File: src/pte_pkg.sv
package pte_pkg;
   // entry bit positions
   localparam int BIT_PAGE_LOADED   = 0;
   localparam int BIT_FETCH_PERMIT  = 1;
   localparam int BIT_STORE_PERMIT  = 2;
   localparam int BIT_LOAD_PERMIT   = 3;
   localparam int BIT_ENTRY_OKAY    = 4;
   localparam int BIT_ATTR5         = 5;
   localparam int BIT_CHANNEL_IO_OK = 6;
   localparam int BIT_THREAD_LEVEL  = 7;
   localparam int PAGE_SHIFT        = 12;
   localparam int TABLE_SHIFT       = 8;
   localparam int TN_W              = 6;
   // fault codes
   localparam logic [3:0] FC_NONE     = 4'h0;
   localparam logic [3:0] FC_SEGMENT  = 4'h1;
   localparam logic [3:0] FC_PAGE     = 4'h2;
   localparam logic [3:0] FC_LOAD     = 4'h3;
   localparam logic [3:0] FC_STORE    = 4'h4;
   localparam logic [3:0] FC_FETCH    = 4'h5;
   localparam logic [3:0] FC_CHANNEL  = 4'h6;
   // access kinds
   localparam logic [1:0] ACC_LOAD    = 2'h0;
   localparam logic [1:0] ACC_STORE   = 2'h1;
   localparam logic [1:0] ACC_FETCH   = 2'h2;
   // AXI4-Lite register byte addresses
   localparam logic [7:0] REG_CTRL    = 8'h00;
   localparam logic [7:0] REG_ROOT    = 8'h04;
   localparam logic [7:0] REG_STATUS  = 8'h08;
   localparam logic [7:0] REG_MASK    = 8'h0c;
   localparam logic [7:0] REG_FAULT   = 8'h10;
   localparam logic [7:0] REG_PADDR   = 8'h14;
   localparam logic [7:0] REG_ATTR    = 8'h18;
   localparam logic [1:0] RESP_OKAY   = 2'h0;
   localparam logic [1:0] RESP_SLVERR = 2'h2;
   // status bits
   localparam int ST_DONE  = 0;
   localparam int ST_FAULT = 1;
   localparam logic [31:0] ROOT_RST = 32'h0000_0000;
endpackage

File: src/axil_regs.sv
module axil_regs
   import pte_pkg::*;
(
   input  wire logic        aclk,
   input  wire logic        aresetn,
   input  wire logic [7:0]  awaddr,
   input  wire logic        awvalid,
   output logic             awready,
   input  wire logic [31:0] wdata,
   input  wire logic [3:0]  wstrb,
   input  wire logic        wvalid,
   output logic             wready,
   output logic [1:0]       bresp,
   output logic             bvalid,
   input  wire logic        bready,
   input  wire logic [7:0]  araddr,
   input  wire logic        arvalid,
   output logic             arready,
   output logic [31:0]      rdata,
   output logic [1:0]       rresp,
   output logic             rvalid,
   input  wire logic        rready,
   output logic             wr_stb,
   output logic [7:0]       wr_addr,
   output logic [31:0]      wr_data,
   output logic             rd_stb,
   output logic [7:0]       rd_addr,
   input  wire logic [31:0] rd_data,
   input  wire logic        rd_hit,
   input  wire logic        wr_hit
);
   logic       aw_have_r;
   logic       w_have_r;
   logic [7:0] aw_r;
   logic [31:0] w_r;
   logic [3:0] ws_r;
   logic       rd_pend_r;

   assign awready = !aw_have_r && !bvalid;
   assign wready  = !w_have_r && !bvalid;
   assign arready = !rd_pend_r && !rvalid;

   always_ff @(posedge aclk) begin
      if (!aresetn) begin
         aw_have_r <= 1'b0;
         w_have_r  <= 1'b0;
         aw_r      <= 8'h00;
         w_r       <= 32'h0000_0000;
         ws_r      <= 4'h0;
         bvalid    <= 1'b0;
         bresp     <= RESP_OKAY;
         wr_stb    <= 1'b0;
      end else begin
         wr_stb <= 1'b0;
         if (awvalid && awready) begin
            aw_have_r <= 1'b1;
            aw_r      <= awaddr;
         end
         if (wvalid && wready) begin
            w_have_r <= 1'b1;
            w_r      <= wdata;
            ws_r     <= wstrb;
         end
         if (aw_have_r && w_have_r) begin
            aw_have_r <= 1'b0;
            w_have_r  <= 1'b0;
            bvalid    <= 1'b1;
            bresp     <= wr_hit ? RESP_OKAY : RESP_SLVERR;
            wr_stb    <= wr_hit && (ws_r == 4'hf);
         end
         if (bvalid && bready) begin
            bvalid <= 1'b0;
         end
      end
   end
   assign wr_addr = aw_r;
   assign wr_data = w_r;

   always_ff @(posedge aclk) begin
      if (!aresetn) begin
         rd_pend_r <= 1'b0;
         rd_addr   <= 8'h00;
         rvalid    <= 1'b0;
         rdata     <= 32'h0000_0000;
         rresp     <= RESP_OKAY;
      end else begin
         if (arvalid && arready) begin
            rd_pend_r <= 1'b1;
            rd_addr   <= araddr;
         end
         if (rd_pend_r) begin
            rd_pend_r <= 1'b0;
            rvalid    <= 1'b1;
            rdata     <= rd_hit ? rd_data : 32'h0000_0000;
            rresp     <= rd_hit ? RESP_OKAY : RESP_SLVERR;
         end
         if (rvalid && rready) begin
            rvalid <= 1'b0;
         end
      end
   end
   assign rd_stb = rd_pend_r;
endmodule

File: src/page_entry_access_check.sv
// Contract
// - second-level thread_level clear means shared page, set means thread-level lookup follows.
// - bit 7 ignored in first-level and thread-level entries.
// - channel processor references need channel_io_ok set in the final entry.
// - older variant: bit 5 routes the frame to I/O address space.
// - entry_okay clear gives segment out-of-bounds error and system exception.
// - read with load_permit clear faults and loads fault_code_register.
// - write with store_permit clear faults and loads fault_code_register.
// - fetch with fetch_permit clear faults and loads fault_code_register.
// - valid entry with page_loaded clear raises a page fault exception.
// - page_loaded examined only when the entry is valid.
// - shared resident page: entry bits 31..12 form physical address upper 20 bits.
// - unshared: second-level bits 31..8 are the thread table base upper 24 bits.
// - newer variant: cache_bypass_flag keeps loads and stores out of data cache.
// - both variants walk two levels for shared, three for unshared pages.
// - thread table indexed by thread_number; thread entry is the final translation.
// - no permission checks on first-level or pointer second-level entries.
//
// The register addresses and the AXI4-Lite register port were chosen for this implementation.
module page_entry_access_check
   import pte_pkg::*;
(
   input  wire logic            aclk,
   input  wire logic            aresetn,
   input  wire logic [7:0]      s_axi_awaddr,
   input  wire logic            s_axi_awvalid,
   output logic                 s_axi_awready,
   input  wire logic [31:0]     s_axi_wdata,
   input  wire logic [3:0]      s_axi_wstrb,
   input  wire logic            s_axi_wvalid,
   output logic                 s_axi_wready,
   output logic [1:0]           s_axi_bresp,
   output logic                 s_axi_bvalid,
   input  wire logic            s_axi_bready,
   input  wire logic [7:0]      s_axi_araddr,
   input  wire logic            s_axi_arvalid,
   output logic                 s_axi_arready,
   output logic [31:0]          s_axi_rdata,
   output logic [1:0]           s_axi_rresp,
   output logic                 s_axi_rvalid,
   input  wire logic            s_axi_rready,
   input  wire logic            newer_variant,
   input  wire logic            req_valid,
   input  wire logic [31:0]     req_vaddr,
   input  wire logic [1:0]      req_kind,
   input  wire logic            req_channel,
   input  wire logic [TN_W-1:0] thread_number,
   output logic                 req_ready,
   output logic                 mem_req,
   output logic [31:0]          mem_addr,
   input  wire logic            mem_ack,
   input  wire logic [31:0]     mem_data,
   output logic                 done,
   output logic [31:0]          phys_addr,
   output logic                 io_space,
   output logic                 cache_bypass,
   output logic                 sys_exception,
   output logic [3:0]           fault_code,
   output logic                 irq
);
   typedef enum logic [4:0] {
      S_IDLE = 5'b00001,
      S_L1   = 5'b00010,
      S_L2   = 5'b00100,
      S_LT   = 5'b01000,
      S_END  = 5'b10000
   } state_t;

   state_t      state_r;
   logic [31:0] root_r;
   logic [31:0] va_r;
   logic [1:0]  kind_r;
   logic        chan_r;
   logic [TN_W-1:0] tn_r;
   logic        req_out_r;
   logic [3:0]  fault_code_register_r;
   logic [1:0]  status_r;
   logic [1:0]  mask_r;
   logic        io_r;
   logic        byp_r;
   logic        ev_done;
   logic        ev_fault;
   logic [3:0]  code_nxt;

   logic        wr_stb;
   logic [7:0]  wr_addr;
   logic [31:0] wr_data;
   logic        rd_stb;
   logic [7:0]  rd_addr;
   logic [31:0] rd_data;
   logic        rd_hit;
   logic        wr_hit;

   logic        d_okay;
   logic        d_loaded;
   logic        d_lvl;
   logic        d_io;
   logic        d_byp;
   logic        d_chan;
   logic [2:0]  d_perms;

   axil_regs u_regs (
      .aclk    (aclk),
      .aresetn (aresetn),
      .awaddr  (s_axi_awaddr),
      .awvalid (s_axi_awvalid),
      .awready (s_axi_awready),
      .wdata   (s_axi_wdata),
      .wstrb   (s_axi_wstrb),
      .wvalid  (s_axi_wvalid),
      .wready  (s_axi_wready),
      .bresp   (s_axi_bresp),
      .bvalid  (s_axi_bvalid),
      .bready  (s_axi_bready),
      .araddr  (s_axi_araddr),
      .arvalid (s_axi_arvalid),
      .arready (s_axi_arready),
      .rdata   (s_axi_rdata),
      .rresp   (s_axi_rresp),
      .rvalid  (s_axi_rvalid),
      .rready  (s_axi_rready),
      .wr_stb  (wr_stb),
      .wr_addr (wr_addr),
      .wr_data (wr_data),
      .rd_stb  (rd_stb),
      .rd_addr (rd_addr),
      .rd_data (rd_data),
      .rd_hit  (rd_hit),
      .wr_hit  (wr_hit)
   );

   pte_decode u_dec (
      .entry         (mem_data),
      .newer_variant (newer_variant),
      .okay          (d_okay),
      .loaded        (d_loaded),
      .lvl_ind       (d_lvl),
      .io_space      (d_io),
      .bypass        (d_byp),
      .chan_ok       (d_chan),
      .perms         (d_perms)
   );

   // final-entry check: validity first, then residency, then access
   function automatic logic [3:0] final_check(input logic ok, input logic ld, input logic [2:0] pm,
                                              input logic [1:0] kind, input logic chan, input logic cok);
      if (!ok) return FC_SEGMENT;
      if (!ld) return FC_PAGE;
      if (chan && !cok) return FC_CHANNEL;
      if (kind == ACC_LOAD && !pm[2]) return FC_LOAD;
      if (kind == ACC_STORE && !pm[1]) return FC_STORE;
      if (kind == ACC_FETCH && !pm[0]) return FC_FETCH;
      return FC_NONE;
   endfunction

   always_comb begin
      code_nxt = FC_NONE;
      if (state_r == S_L1) begin
         // only validity and residency matter here; bit 7 and permissions unused
         if (!d_okay) code_nxt = FC_SEGMENT;
         else if (!d_loaded) code_nxt = FC_PAGE;
      end else if (state_r == S_L2 && d_okay && d_lvl) begin
         if (!d_loaded) code_nxt = FC_PAGE;
      end else begin
         code_nxt = final_check(d_okay, d_loaded, d_perms, kind_r, chan_r, d_chan);
      end
   end

   assign req_ready = 1'b0 == 1'b1 ? 1'b0 : (state_r == S_IDLE);

   // walk: level 1, level 2, optional thread level
   always_ff @(posedge aclk) begin
      if (!aresetn) begin
         state_r       <= S_IDLE;
         va_r          <= 32'h0000_0000;
         kind_r        <= ACC_LOAD;
         chan_r        <= 1'b0;
         tn_r          <= '0;
         req_out_r     <= 1'b0;
         mem_req       <= 1'b0;
         mem_addr      <= 32'h0000_0000;
         done          <= 1'b0;
         phys_addr     <= 32'h0000_0000;
         io_space      <= 1'b0;
         cache_bypass  <= 1'b0;
         sys_exception <= 1'b0;
         fault_code    <= FC_NONE;
      end else begin
         done          <= 1'b0;
         sys_exception <= 1'b0;
         mem_req       <= 1'b0;
         unique case (state_r)
            S_IDLE: begin
               if (req_valid) begin
                  va_r     <= req_vaddr;
                  kind_r   <= req_kind;
                  chan_r   <= req_channel;
                  tn_r     <= thread_number;
                  mem_req  <= 1'b1;
                  mem_addr <= {root_r[31:PAGE_SHIFT], req_vaddr[31:22], 2'b00};
                  state_r  <= S_L1;
               end
            end
            S_L1: begin
               if (!mem_ack) mem_req <= 1'b1;
               else if (code_nxt != FC_NONE) begin
                  sys_exception <= 1'b1;
                  fault_code    <= code_nxt;
                  state_r       <= S_END;
               end else begin
                  mem_req  <= 1'b1;
                  mem_addr <= {mem_data[31:PAGE_SHIFT], va_r[21:12], 2'b00};
                  state_r  <= S_L2;
               end
            end
            S_L2: begin
               if (!mem_ack) mem_req <= 1'b1;
               else if (code_nxt != FC_NONE) begin
                  sys_exception <= 1'b1;
                  fault_code    <= code_nxt;
                  state_r       <= S_END;
               end else if (d_lvl) begin
                  mem_req  <= 1'b1;
                  mem_addr <= {mem_data[31:TABLE_SHIFT], 8'h00} +
                              {24'h000000, tn_r, 2'b00};
                  state_r  <= S_LT;
               end else begin
                  done         <= 1'b1;
                  phys_addr    <= {mem_data[31:PAGE_SHIFT], va_r[11:0]};
                  io_space     <= d_io;
                  cache_bypass <= d_byp;
                  fault_code   <= FC_NONE;
                  state_r      <= S_END;
               end
            end
            S_LT: begin
               if (!mem_ack) mem_req <= 1'b1;
               else if (code_nxt != FC_NONE) begin
                  sys_exception <= 1'b1;
                  fault_code    <= code_nxt;
                  state_r       <= S_END;
               end else begin
                  done         <= 1'b1;
                  phys_addr    <= {mem_data[31:PAGE_SHIFT], va_r[11:0]};
                  io_space     <= d_io;
                  cache_bypass <= d_byp;
                  fault_code   <= FC_NONE;
                  state_r      <= S_END;
               end
            end
            S_END: state_r <= S_IDLE;
            default: state_r <= S_IDLE;
         endcase
      end
   end

   assign ev_done  = (state_r != S_IDLE) && (state_r != S_END) && mem_ack && code_nxt == FC_NONE &&
                     (state_r == S_LT || (state_r == S_L2 && !d_lvl));
   assign ev_fault = (state_r != S_IDLE) && (state_r != S_END) && mem_ack && code_nxt != FC_NONE;

   always_ff @(posedge aclk) begin
      if (!aresetn) fault_code_register_r <= FC_NONE;
      else if (ev_fault) fault_code_register_r <= code_nxt;
   end

   always_ff @(posedge aclk) begin
      if (!aresetn) begin
         root_r <= ROOT_RST;
         mask_r <= 2'b00;
      end else if (wr_stb) begin
         if (wr_addr == REG_ROOT) root_r <= wr_data;
         if (wr_addr == REG_MASK) mask_r <= wr_data[1:0];
      end
   end

   // set wins over the read-clear
   always_ff @(posedge aclk) begin
      if (!aresetn) status_r <= 2'b00;
      else status_r <= ((rd_stb && rd_addr == REG_STATUS) ? 2'b00 : status_r) | {ev_fault, ev_done};
   end

   always_ff @(posedge aclk) begin
      if (!aresetn) irq <= 1'b0;
      else irq <= |(status_r & mask_r);
   end

   always_ff @(posedge aclk) begin
      if (!aresetn) begin
         io_r  <= 1'b0;
         byp_r <= 1'b0;
      end else if (done) begin
         io_r  <= io_space;
         byp_r <= cache_bypass;
      end
   end

   always_comb begin
      rd_hit = 1'b1;
      unique case (rd_addr)
         REG_CTRL:   rd_data = {31'h0, newer_variant};
         REG_ROOT:   rd_data = root_r;
         REG_STATUS: rd_data = {30'h0, status_r};
         REG_MASK:   rd_data = {30'h0, mask_r};
         REG_FAULT:  rd_data = {28'h0, fault_code_register_r};
         REG_PADDR:  rd_data = phys_addr;
         REG_ATTR:   rd_data = {30'h0, byp_r, io_r};
         default: begin
            rd_data = 32'h0000_0000;
            rd_hit  = 1'b0;
         end
      endcase
   end
   assign wr_hit = (wr_addr == REG_ROOT) || (wr_addr == REG_MASK);

   property p_seg_fault;
      @(posedge aclk) disable iff (!aresetn)
      ((state_r != S_IDLE) && (state_r != S_END) && mem_ack && !mem_data[BIT_ENTRY_OKAY])
         |=> (sys_exception && fault_code == FC_SEGMENT);
   endproperty
   a_seg_fault: assert property (p_seg_fault) else $error("invalid entry not flagged");

   property p_load_fault;
      @(posedge aclk) disable iff (!aresetn)
      ((state_r == S_LT || (state_r == S_L2 && !mem_data[7])) && mem_ack && mem_data[4] && mem_data[0] &&
       !chan_r && kind_r == ACC_LOAD && !mem_data[3])
         |=> (sys_exception && fault_code_register_r == FC_LOAD);
   endproperty
   a_load_fault: assert property (p_load_fault) else $error("load fault code missing");

   property p_store_fault;
      @(posedge aclk) disable iff (!aresetn)
      ((state_r == S_LT || (state_r == S_L2 && !mem_data[7])) && mem_ack && mem_data[4] && mem_data[0] &&
       !chan_r && kind_r == ACC_STORE && !mem_data[2])
         |=> (sys_exception && fault_code == FC_STORE);
   endproperty
   a_store_fault: assert property (p_store_fault) else $error("store fault missing");

   property p_fetch_fault;
      @(posedge aclk) disable iff (!aresetn)
      ((state_r == S_LT || (state_r == S_L2 && !mem_data[7])) && mem_ack && mem_data[4] && mem_data[0] &&
       !chan_r && kind_r == ACC_FETCH && !mem_data[1])
         |=> (sys_exception && fault_code == FC_FETCH);
   endproperty
   a_fetch_fault: assert property (p_fetch_fault) else $error("fetch fault missing");

   property p_page_fault;
      @(posedge aclk) disable iff (!aresetn)
      ((state_r != S_IDLE) && (state_r != S_END) && mem_ack && mem_data[4] && !mem_data[0])
         |=> (sys_exception && fault_code == FC_PAGE);
   endproperty
   a_page_fault: assert property (p_page_fault) else $error("page fault missing");

   property p_shared_addr;
      @(posedge aclk) disable iff (!aresetn)
      (state_r == S_L2 && mem_ack && code_nxt == FC_NONE && !mem_data[7])
         |=> (done && phys_addr[31:12] == $past(mem_data[31:12]));
   endproperty
   a_shared_addr: assert property (p_shared_addr) else $error("shared frame address wrong");

   property p_thread_ptr;
      @(posedge aclk) disable iff (!aresetn)
      (state_r == S_L2 && mem_ack && code_nxt == FC_NONE && mem_data[7])
         |=> (mem_req && state_r == S_LT && mem_addr[31:8] == $past(mem_data[31:8]) && mem_addr[7:2] == tn_r);
   endproperty
   a_thread_ptr: assert property (p_thread_ptr) else $error("thread table pointer wrong");

   property p_bypass;
      @(posedge aclk) disable iff (!aresetn)
      (done && cache_bypass) |-> newer_variant;
   endproperty
   a_bypass: assert property (p_bypass) else $error("bypass in older variant");

   property p_io;
      @(posedge aclk) disable iff (!aresetn)
      (done && io_space) |-> !newer_variant;
   endproperty
   a_io: assert property (p_io) else $error("io space in newer variant");

   property p_irq;
      @(posedge aclk) disable iff (!aresetn)
      (|(status_r & mask_r)) |=> irq;
   endproperty
   a_irq: assert property (p_irq) else $error("interrupt not raised");
endmodule

File: src/pte_decode.sv
module pte_decode
   import pte_pkg::*;
(
   input  wire logic [31:0] entry,
   input  wire logic        newer_variant,
   output logic             okay,
   output logic             loaded,
   output logic             lvl_ind,
   output logic             io_space,
   output logic             bypass,
   output logic             chan_ok,
   output logic [2:0]       perms
);
   always_comb begin
      okay     = entry[BIT_ENTRY_OKAY];
      loaded   = entry[BIT_PAGE_LOADED];
      lvl_ind  = entry[BIT_THREAD_LEVEL];
      io_space = !newer_variant && entry[BIT_ATTR5];
      bypass   = newer_variant && entry[BIT_ATTR5];
      chan_ok  = entry[BIT_CHANNEL_IO_OK];
      perms    = {entry[BIT_LOAD_PERMIT], entry[BIT_STORE_PERMIT], entry[BIT_FETCH_PERMIT]};
   end
endmodule

File: config.mk
export PLATFORM = sky130hd
export DESIGN_NAME = page_entry_access_check
export DESIGN_NICKNAME = d
export VERILOG_FILES = /design/src/pte_pkg.sv /design/src/axil_regs.sv /design/src/page_entry_access_check.sv /design/src/pte_decode.sv
export SDC_FILE = /design/constraint.sdc
export NUM_CORES = 1
export LEC_CHECK = 0
export BUFFER_PORTS_ARGS = -buffer_cell sky130_fd_sc_hd__buf_4
export CORE_AREA = 3 3 164 166
export CTS_CLUSTER_SIZE = 30
export DETAILED_ROUTE_END_ITERATION = 7
export DIE_AREA = 0 0 167 169
export PLACE_DENSITY = 0.67
export SYNTH_ARGS = -nofsm -noshare
export SYNTH_HDL_FRONTEND = slang
export SYNTH_SLANG_ARGS = --single-unit
File: constraint.sdc
create_clock -name aclk -period 4.4 [get_ports aclk]
set_input_delay 0.44 -clock aclk [delete_from_list [all_inputs] [get_ports aclk]]
set_output_delay 0.44 -clock aclk [all_outputs]
set_load 0.01 [all_outputs]
-- After elaboration in Yosys (flattened, before gate mapping)
Index checks and enable logic that the tools add are counted.
- equal/unequal tests: 28
- add/sub/neg operators: 1
- multiplexer cells: 116
- reductions and logical operators: 61
- bitwise operators: 3
- operators by type and width (cell ; number):
    32-bit 2-to-1 mux ; 12
    32-bit case mux with 7 select lines ; 1
    4-bit 2-to-1 mux ; 26
    32-bit case mux with 3 select lines ; 1
    32-bit case mux with 2 select lines ; 1
    1-bit 2-to-1 mux ; 57
    5-bit 2-to-1 mux ; 7
    32-bit by 8-bit adder with 32-bit output ; 1
    1-bit logical AND ; 25
    8-bit by 4-bit == test with 1-bit output, second input constant ; 3
    8-bit by 5-bit == test with 1-bit output, second input constant ; 3
    5-bit case mux with 4 select lines ; 1
    2-bit inequality test, second input constant ; 9
    8-bit by 3-bit == test with 1-bit output, second input constant ; 2
    4-bit case mux with 3 select lines ; 1
    6-bit AND reduction ; 2
    1-bit zero test ; 11
    2-bit 2-to-1 mux ; 5
    2-bit OR reduction ; 5
    8-bit zero test ; 1
    2-bit AND reduction ; 4
    7-bit AND reduction ; 1
    7-bit OR reduction ; 1
    1-bit case mux with 2 select lines ; 3
    other kinds (24) ; 26
- bits of input ports: 135
- output and inout port bits: 116
- word-level logic and storage cells: 242
- flip-flop bits (word level): 246

-- Longest topological paths before layout
Gate-level depths: netlist (run 1).
- depth in word-level cells: 42
- mapped depth: 8
- gate-level depth less buffers: 5

-- Hierarchy
From an unflattened synthesis (run 1), not the netlist that was laid out.
- cell total of the unflattened synthesis: 1247
- area, all modules: 10827.9 sq um
- by module, submodules not included (module ; sequential area each (sq um) ; area each (sq um) ; cells an instance ; instances):
    page_entry_access_check ; 2962.8 ; 7126.8 ; 836 ; 1
    axil_regs ; 1841.8 ; 3632.2 ; 402 ; 1
    pte_decode ; 0.0 ; 68.8 ; 9 ; 1

-- Worst setup path before layout (run 1)
OpenSTA, ideal clock, no wires.
- path kind: register -> register
- start: register state_r[4]
- end: register phys_addr[20]
- data required time: 4.272 ns
- library setup time: 0.128 ns
- slack: 2.300 ns
- clock period less this slack: 2.100 ns
- arrival: 1.973 ns
- buffers on the path: 3
- stages on the path, launching flop included: 9
- path through: dfxtp_1 > or3_1 > buf_2 > a21o_4 > a2111oi_4 > buf_6 > buf_8 > mux2i_1 > nor2_1
- longest elaborated chain between the ends: 8
- elaborated cells between the ends (all ways): 16
- classes of those cells: eq/ne (8); mux (3); reduce/logical (5)
- ends and longest elaborated chain (item ; RTL line ; RTL):
    start, declared ; page_entry_access_check.sv:69 ; state_t state_r;
    start signal, assigned ; page_entry_access_check.sv:174 ; state_r <= S_IDLE;
    start signal, assigned ; page_entry_access_check.sv:201 ; state_r <= S_L1;
    start signal, assigned ; page_entry_access_check.sv:209 ; state_r <= S_END;
    5-bit by 3-bit == test with 1-bit output ; page_entry_access_check.sv:162, page_entry_access_check.sv:192 ;
    1-bit logical AND (2 in a row) ; page_entry_access_check.sv:162 ; end else if (state_r == S_L2 && d_okay && d_lvl) begin
    4-bit 2-to-1 mux ; page_entry_access_check.sv:162 ;
    4-bit 2-to-1 mux ; page_entry_access_check.sv:158 ; if (state_r == S_L1) begin
    4-bit nonzero test ; page_entry_access_check.sv:218, page_entry_access_check.sv:238 ;
    2-bit inequality test (no line) ; -- ;
    6-bit AND reduction (no line) ; -- ;
    end signal, assigned ; page_entry_access_check.sv:229 ; phys_addr <= {mem_data[31:PAGE_SHIFT], va_r[11:0]};
    end signal, assigned ; page_entry_access_check.sv:244 ; phys_addr <= {mem_data[31:PAGE_SHIFT], va_r[11:0]};
    end, declared ; page_entry_access_check.sv:54 ; output logic [31:0] phys_addr,
Parallel ways exist; a longest one is shown, timed or not.
A chain may end at the register's enable or synchronous reset.

-- Worst setup path in the final report (run 1)
- start: register state_r[3]
- end: register mem_addr[29]
- longest elaborated chain between the ends: 8
- elaborated cells between the ends (all ways): 17
- classes of those cells: eq/ne (9); mux (3); reduce/logical (5)
- ends and longest elaborated chain (item ; RTL line ; RTL):
    5-bit by 3-bit == test with 1-bit output ; page_entry_access_check.sv:162, page_entry_access_check.sv:192 ;
    1-bit logical AND (2 in a row) ; page_entry_access_check.sv:162 ;
    4-bit 2-to-1 mux ; page_entry_access_check.sv:162 ;
    4-bit 2-to-1 mux ; page_entry_access_check.sv:158 ;
    4-bit nonzero test ; page_entry_access_check.sv:206, page_entry_access_check.sv:218 ;
    2-bit inequality test (no line) ; -- ;
    7-bit AND reduction (no line) ; -- ;
    end signal, assigned ; page_entry_access_check.sv:200 ; mem_addr <= {root_r[31:PAGE_SHIFT], req_vaddr[31:22], 2'b00};
    end signal, assigned ; page_entry_access_check.sv:212 ; mem_addr <= {mem_data[31:PAGE_SHIFT], va_r[21:12], 2'b00};
    end signal, assigned ; page_entry_access_check.sv:224 ; mem_addr <= {mem_data[31:TABLE_SHIFT], 8'h00} +
    end, declared ; page_entry_access_check.sv:50 ; output logic [31:0] mem_addr,
Parallel ways exist; a longest one is shown, timed or not.

==> summary.txt, run 1 <==
Routing
  • DRT Pass-1 Iters: 6
  • Drt wl/cell: roughly 17 um
  • WL met3: around 2300 um
  • Via count: between 8000 and 9000
  • Top sig layer: met4
  • Met2 WL: around 13000 um
  • Drt total wl: slightly below 30000 um
  • Initial drt markers: between 700 and 800
  • DRC: 0
  • Avg Vias per Cell: slightly above 5
  • Routed Antenna Nets: 0
  • Met1 wire length: 12970 um

STA
  • Tcrit/Tclk final: between 60% and 70%
  • # setup viols final: 0
  • Worst Max-Slew Pin Slew: 1.197 ns
  • Setup tns final: 0 ns
  • Post-layout min period: between 2 and 3 ns
  • Worst rel slew slack: 20.09%
  • RSZ-0062 raised after global routing: no
  • Final setup skew: between 0.02 and 0.025 ns
  • F_max: 0.3494 GHz
  • Final Hold Vio Count: 0
  • Slew Limit Fails: 0

Critical path
  • CP bufs+invs: 0
  • Worst Path Arrival: roughly 3.3 ns
  • Critical Path RT: 4.86 ns
  • FF-to-FF path depth: 5
  • Family with the most delay on the worst path: compound AO/OA/AOI/OAI gates
  • Type of destination of the critical path: flip-flop
  • Largest stage delay, worst path: 0.91 ns
  • Startpoint types: flip-flop
  • Crit Reg-Reg Startpoint: state_r[3]
  • Reg2Reg Setup Slack: roughly 1.5 ns
  • CP Max Fanout: 30
  • RR Endpoint: mem_addr[29]
  • Crit-path slowest cell: o21a_1
  • Crit-path cells: or3_1 -> a21o_4 -> a211oi_2 -> o21a_1 -> o221a_2
  • Kind of critical path: flip-flop to flip-flop

Floorplan
  • Starting Density: 37.56%
  • Die ar.: between 20000 and 30000 um2
  • CORE AREA: ~26000 um2
  • Die extent in x: about 170 um
  • Die Height: roughly 170 um
  • Cell Rows: 59
  • I/O pins: approximately 250

CTS
  • Max clock buf depth: 3
  • Worst-path clk slew: around 0.060 ns
  • TritonCTS clock tree: yes
  • Clock sinks: 240
  • Buffer count from post-CTS setup fixing: 0
  • Htree depth: 1
  • Resize count post-CTS: 0
  • Clock Tree Root: clkbuf_16
  • Hold buffers post-CTS: 0
  • Skew-Pair Late Insertion Delay: 0.53 ns
  • Inserted Clock Buffers: 26

Min path
  • Hold crit path type: input pin to flip-flop
  • Hold Path Sink: u_regs.rvalid
  • Hold path cells: 2
  • Hold Startpoint: s_axi_rready

Global routing
  • Initial antenna violation count: 0
  • First-pass GRT wire length: between 40000 and 50000 um
  • Gr usage total: 19.36%
  • Vias in the first global route: slightly above 8000
  • Largest net degree at the start of global routing: around 150
  • Total gr overflow: 0

Cells and area
  • Area delta synth->final: 29.91%
  • Fin util: between 40 and 50%
  • Nets@finish: 1465
  • N_diodes: 0
  • Layout cells sized above 1: between 20% and 30%

Synth
  • Synth warn: 0
  • EDFF count, synth: 0
  • Post-synth top area share: between 40% and 50%
  • Top-count cell post-synth: nand2_1
  • FFs w/ async S/R, synth: 0%
  • Cell Area, Synth: 9677 um2
  • Synth cell count leaders: nand2_1 (279), dfxtp_1 (240), a21oi_1 (134)
  • Top post-synthesis cells by area: dfxtp_1 (50%), nand2_1 (11%), mux2i_1 (7.4%), a21oi_1 (6.9%), nor2_1 (3.4%)
  • Post-synth top flop: dfxtp_1
  • Syn Area/Cell: ~8.5 um2
  • Library cells used by synthesis: slightly below 60
  • Yosys reg bits: between 200 and 250
  • Cells after Synth: roughly 1100
  • Cell accounting for the most synthesized area: dfxtp_1
  • Sequential fraction of the synthesis area: between 40% and 50%

Pwr
  • PD cells: approximately 410 nW/um2
  • Leak: 4.908 nW
  • Worst vdd ir: about 0.23 mV

Placed design
  • Port buffer count: 245
  • DP HPWL: 20430 um
  • Global placement routability congestion: 0.9349

Run status
  • Status: finished, final reports clean

Job
  • Max cap viols: 0
cell type report:
cell class	count	area, um2
tap	335	419.2
inverter	10	42.54
fill	2468	13190
clock inverter	9	147.6
clock buffer	37	763.2
multi-input combinational	794	4456
sequential	240	4806
timing repair buffer	258	1937
metrics by stage:
step,setup slack [ns],instance area (um2),instances,hold WS (ns),power (mW)
after floorplan,2.300,9692,1138,0.4311,2.651
after global placement,1.660,11660,1637,0.4369,2.883
after detailed placement,1.572,11660,1637,0.4400,2.891
after CTS,1.562,12570,1683,0.1086,5.193
after global routing,1.335,12570,1683,0.1088,5.342
final,1.538,12570,1683,0.1228,5.148
state kept, by name, indices dropped and copies added (netlist names), 2 cells and up:
name,cells
mask_r,2
u_regs.rd_addr,8
mem_addr,30
root_r,32
fault_code,3
status_r,2
u_regs.wr_addr,8
u_regs.rdata,32
kind_r,2
u_regs.ws_r,4
tn_r,6
phys_addr,32
state_r,5
va_r,22
fault_code_register_r,3
u_regs.wr_data,32
worst register-to-register path: stages, from the launching register on:
cell and delay [ns]:
dfxtp_1 0.44, or3_1 0.48, a21o_4 0.25, a211oi_2 0.41, o21a_1 0.91, o221a_2 0.33
cell families (layout without fill, tap and decap cells):
| logic type | after synthesis | in the layout | share of synthesized area [%] |
|---|---|---|---|
| muxes | 76 | 76 | 8.146 |
| and+or+nand+nor | 466 | 466 | 20.11 |
| AOI/OAI and AO/OA | 244 | 244 | 17.13 |
| xor gates and xnor gates | 3 | 3 | 0.2716 |
| buffers and inverters | 104 | 314 | 4.655 |
| other | 1 | 5 | 0.03875 |
| DFF | 240 | 240 | 49.65 |
worst max path at each step:
stage | startpoint | end | cells past startpoint | slack (ns)
final | state_r[3] | mem_addr[29] | 5 | 1.54
after detailed placement | state_r[3] | mem_addr[24] | 5 | 1.57
after global placement | state_r[3] | mem_addr[30] | 5 | 1.66
after global routing | state_r[2] | mem_addr[22] | 6 | 1.33
after CTS | state_r[3] | mem_addr[29] | 5 | 1.56
after floorplan | state_r[4] | phys_addr[20] | 8 | 2.30
metal layers:
| layer | vias up | track usage (%) |
|---|---|---|
| li1 | 4292 | - |
| met1 | 3963 | 27.21 |
| met2 | 296 | 29.37 |
| met3 | 51 | 4.531 |
| met4 | 0 | 6.528 |
| met5 | - | 0 |
power by group:
group | internal (mW) | switching (mW) | leakage [nW]
Sequential | 2.26 | 0.0707 | 1.95
Combinational | 0.235 | 0.272 | 2.51
Clock | 1.43 | 0.872 | 0.447
layout by cell type (no fill, tap or decap), drive strengths merged, types with 2 or more instances in the layout:
cell / netlist / routed
a21o: 3 / 3
nand3: 53 / 53
a211oi: 2 / 2
nand3b: 4 / 4
and3: 2 / 2
o22ai: 4 / 4
dfxtp: 240 / 240
clkinv: 0 / 4
clkbuf: 69 / 37
or3: 2 / 2
a21oi: 134 / 134
a22oi: 11 / 11
nor4: 3 / 3
o2111ai: 3 / 3
o21ai: 10 / 10
a2bb2oi: 29 / 29
conb: 1 / 5
xor2: 2 / 2
buf: 25 / 258
mux2i: 72 / 72
o221a: 29 / 29
nor2b: 2 / 2
nand2b: 7 / 7
nor3b: 2 / 2
bufinv: 0 / 4
mux4: 2 / 2
a31oi: 2 / 2
inv: 10 / 10
mux2: 2 / 2
nand2: 279 / 279
nand4: 3 / 3
nor2: 88 / 88
and3b: 2 / 2
o21a: 3 / 3
a211o: 2 / 2
nor3: 8 / 8
a21boi: 2 / 2
and2: 7 / 7
Power figures use the tool's default switching activity.
==> run 2: changes to the inputs <==
PLACE_DENSITY = 0.69   (was 0.67)
clock period = 2.4 ns   (was 4.4 ns; I/O delays follow)
==> run 2 against run 1 <==
Compared with the run above:
- worst setup slack worse by 1.3 ns
- sequential share of layout area fell by 3.2 points
- clock-buffer cell count increased by 1
- hold slack worse by 0.11 ns
- clock skew is 0.015 ns lower
- die area unchanged
- utilization grew 4.5 points
- largest power group unchanged
- power is 78% higher
- critical endpoint is now phys_addr[2]
- critical path type unchanged
- sequential power grew 83%
- largest cell class unchanged
==> summary.txt, run 2 (synthesis results as in run 1) <==
Run status
  • Status: finished, final reports clean

Placed design
  • Post-Place Setup Slack: 0.02600 ns (-1.546 ns)
  • Placed instance area: 11890 um2 (+2.0%)
  • Port buffer count: 245 (unchanged)
  • Global placement routability congestion: 0.9015 (-3.6%)
  • DP HPWL: 21360 um (+4.6%)

Pwr
  • Pwr Total: 9.182 mW (+78%)
  • Part of the power in registers: 46.5% (+1.2 points)
  • Clock network fraction of total power: 41.1% (-3.7 points)
  • PD cells: 668.6 nW/um2 (+63%)
  • Sw Pwr: 2.222 mW (+83%)
  • Switching share of power: 24.19% (+0.58 points)
  • Worst vdd ir: 0.4688 mV (+100%)
  • Internal cell power: 6.961 mW (+77%)
  • Leak: 5.407 nW (+10%)
  • Comb power frac: 12.4% (+2.6 points)

Global routing
  • Largest net degree at the start of global routing: 88 (-40%)
  • Vias in the first global route: 8850 (+9.2%)
  • First-pass GRT wire length: 48630 um (+8.6%)
  • Initial antenna violation count: 0 (unchanged)
  • Total gr overflow: 0 (unchanged)
  • Gr usage total: 20.92% (+1.6 points)

Floorplan
  • Die ar.: 28220 um2 (unchanged)
  • Die Height: 169 um (unchanged)
  • Die extent in x: 167 um (unchanged)
  • I/O pins: 251 (unchanged)
  • Cell Rows: 59 (unchanged)
  • Starting Density: 37.56% (unchanged)
  • CORE AREA: 25760 um2 (unchanged)

Cells and area
  • Area delta synth->final: 41.93%
  • Layout cells sized above 1: 22.43% (-1.1 points)
  • Nets@finish: 1590 (+8.5%)
  • Commonest non-fill, non-tap cell in the layout: nand2_1
  • Post-layout instance area: 13730 um2 (+9.3%)
  • N_diodes: 0 (unchanged)
  • Most frequent cells in the layout: nand2_1 (279), buf_4 (270), dfxtp_1 (238)

Routing
  • DRT Pass-1 Iters: 6 (unchanged)
  • Drt total wl: 31060 um (+7.1%)
  • Via count: 9176 (+6.7%)
  • Initial drt markers: 747 (-1.5%)
  • Routed Antenna Nets: 0 (unchanged)
  • Avg Vias per Cell: 5.092 (-0.37%)
  • DRC: 0 (unchanged)
  • Drt wl/cell: 17.24 um (about the same)

STA
  • Worst Max-Slew Pin Slew: 0.7512 ns (-0.4461 ns)
  • Post-layout min period: 2.192 ns (-0.6705 ns)
  • Slew Limit Fails: 0 (unchanged)
  • Final Hold Vio Count: 0 (unchanged)
  • # setup viols final: 0 (unchanged)
  • Worst rel slew slack: 49.92% (+30 points)
  • Setup tns final: 0 ns (unchanged)
  • Final setup skew: 0.007396 ns (-0.01474 ns)
  • RSZ-0062 raised after global routing: no
  • F_max: 0.4563 GHz (+31%)
  • Tcrit/Tclk final: 91.32% (+26 points)
  • Worst setup margin: 0.2084 ns (-1.329 ns)

CTS
  • Inserted Clock Buffers: 27 (+3.8%)
  • Clock sinks: 240 (unchanged)
  • Clock Tree Root: clkbuf_16
  • Max clock buf depth: 3 (unchanged)
  • Skew-Pair Late Insertion Delay: 0.52 ns (about the same)
  • TritonCTS clock tree: yes
  • Htree depth: 1 (unchanged)
  • Buffer count from post-CTS setup fixing: 0 (unchanged)
  • Worst-path clk slew: 0.06 ns (about the same)

Critical path
  • Kind of critical path: flip-flop to flip-flop
  • Worst Path Arrival: 2.57 ns (-0.76 ns)
  • CP Max Fanout: 15 (-50%)
  • Type of destination of the critical path: flip-flop
  • Startpoint types: flip-flop
  • Largest stage delay, worst path: 0.47 ns (-0.44 ns)
  • Critical Path RT: 2.78 ns (-2.08 ns)
  • Crit-path slowest cell: or3_1
  • Crit-path cells: or3_1 -> a21o_4 -> a2111oi_4 -> buf_4 -> mux2i_1 -> nor2_1

Min path
  • Hold crit path type: input pin to flip-flop

Job
  • Max cap viols: 0 (unchanged)
run 2: cell count changes in the layout (fill, tap and decap cells not counted), sizes merged:
cell         previous run  this run
clkinvlp                1         0
buf                   258       277
bufinv                  4         1
clkinv                  4         2
clkbuf                 37        38
dlygate4sd3             0       105
run 2: critical path: cells and delay by family (launching register included):
kind,cells,cell delay (ns)
mux,1,0.23
simple gates,2,0.53
compound gates,2,0.69
buf+inv,1,0.31
flops,1,0.30
run 2: per-stage QoR:
| step | hold WS, ns | instances | util (%) |
|---|---|---|---|
| detailed placement | 0.4412 | 1656 | 46.15 |
| global placement | 0.4373 | 1656 | 46.15 |
| finish | 0.01601 | 1802 | 53.31 |
| floorplan | 0.3438 | 1138 | - |
| CTS | 0.004503 | 1802 | 53.29 |
| global route | 0.02818 | 1802 | 53.31 |
run 2: timing repair:
action	4_1_cts	5_1_grt
hold endpoints to repair	104	0
resized for setup	0	2
hold buffers	105	0
endpoints found under the setup margin	0	30
run 2: layout make-up:
class                           count  area, um2
Clock inverter                      3      40.04
Sequential cell                   240       4807
Clock buffer                       38      747.0
Inverter                           10      42.54
Fill cell                        2322      12030
Multi-Input combinational cell    794       4461
Tap cell                          335      419.2
Timing Repair Buffer              382       3218
run 2: final timing paths:
check                    start             to  slack, ns  depth (start not counted)
max                 state_r[4]   phys_addr[2]       0.21                          6
min               mem_data[27]  phys_addr[27]       0.02                          3
max reg2reg         state_r[4]   phys_addr[2]       0.21                          6
min reg2reg  u_regs.wr_data[9]      root_r[9]       0.45                          2
run 2: power by group through the flow:
stage | clock [mW] | sequential [mW] | combinational (mW)
6_report | 3.77 | 4.27 | 1.14
5_1_grt | 4.05 | 4.28 | 1.25
4_1_cts | 3.86 | 4.26 | 1.14
3_5_place_dp | 0 | 4.35 | 0.997
3_3_place_gp | 0 | 4.35 | 0.984
2_1_floorplan | 0 | 4.33 | 0.528
run 2: routing by layer:
metal	vias to the layer above	global-route usage (%)	routed length, um
met5	-	0	0
met4	0	7.425	1002
met3	69	4.344	2256
met2	355	32.54	13930
met1	4224	28.95	13870
li1	4528	-	-
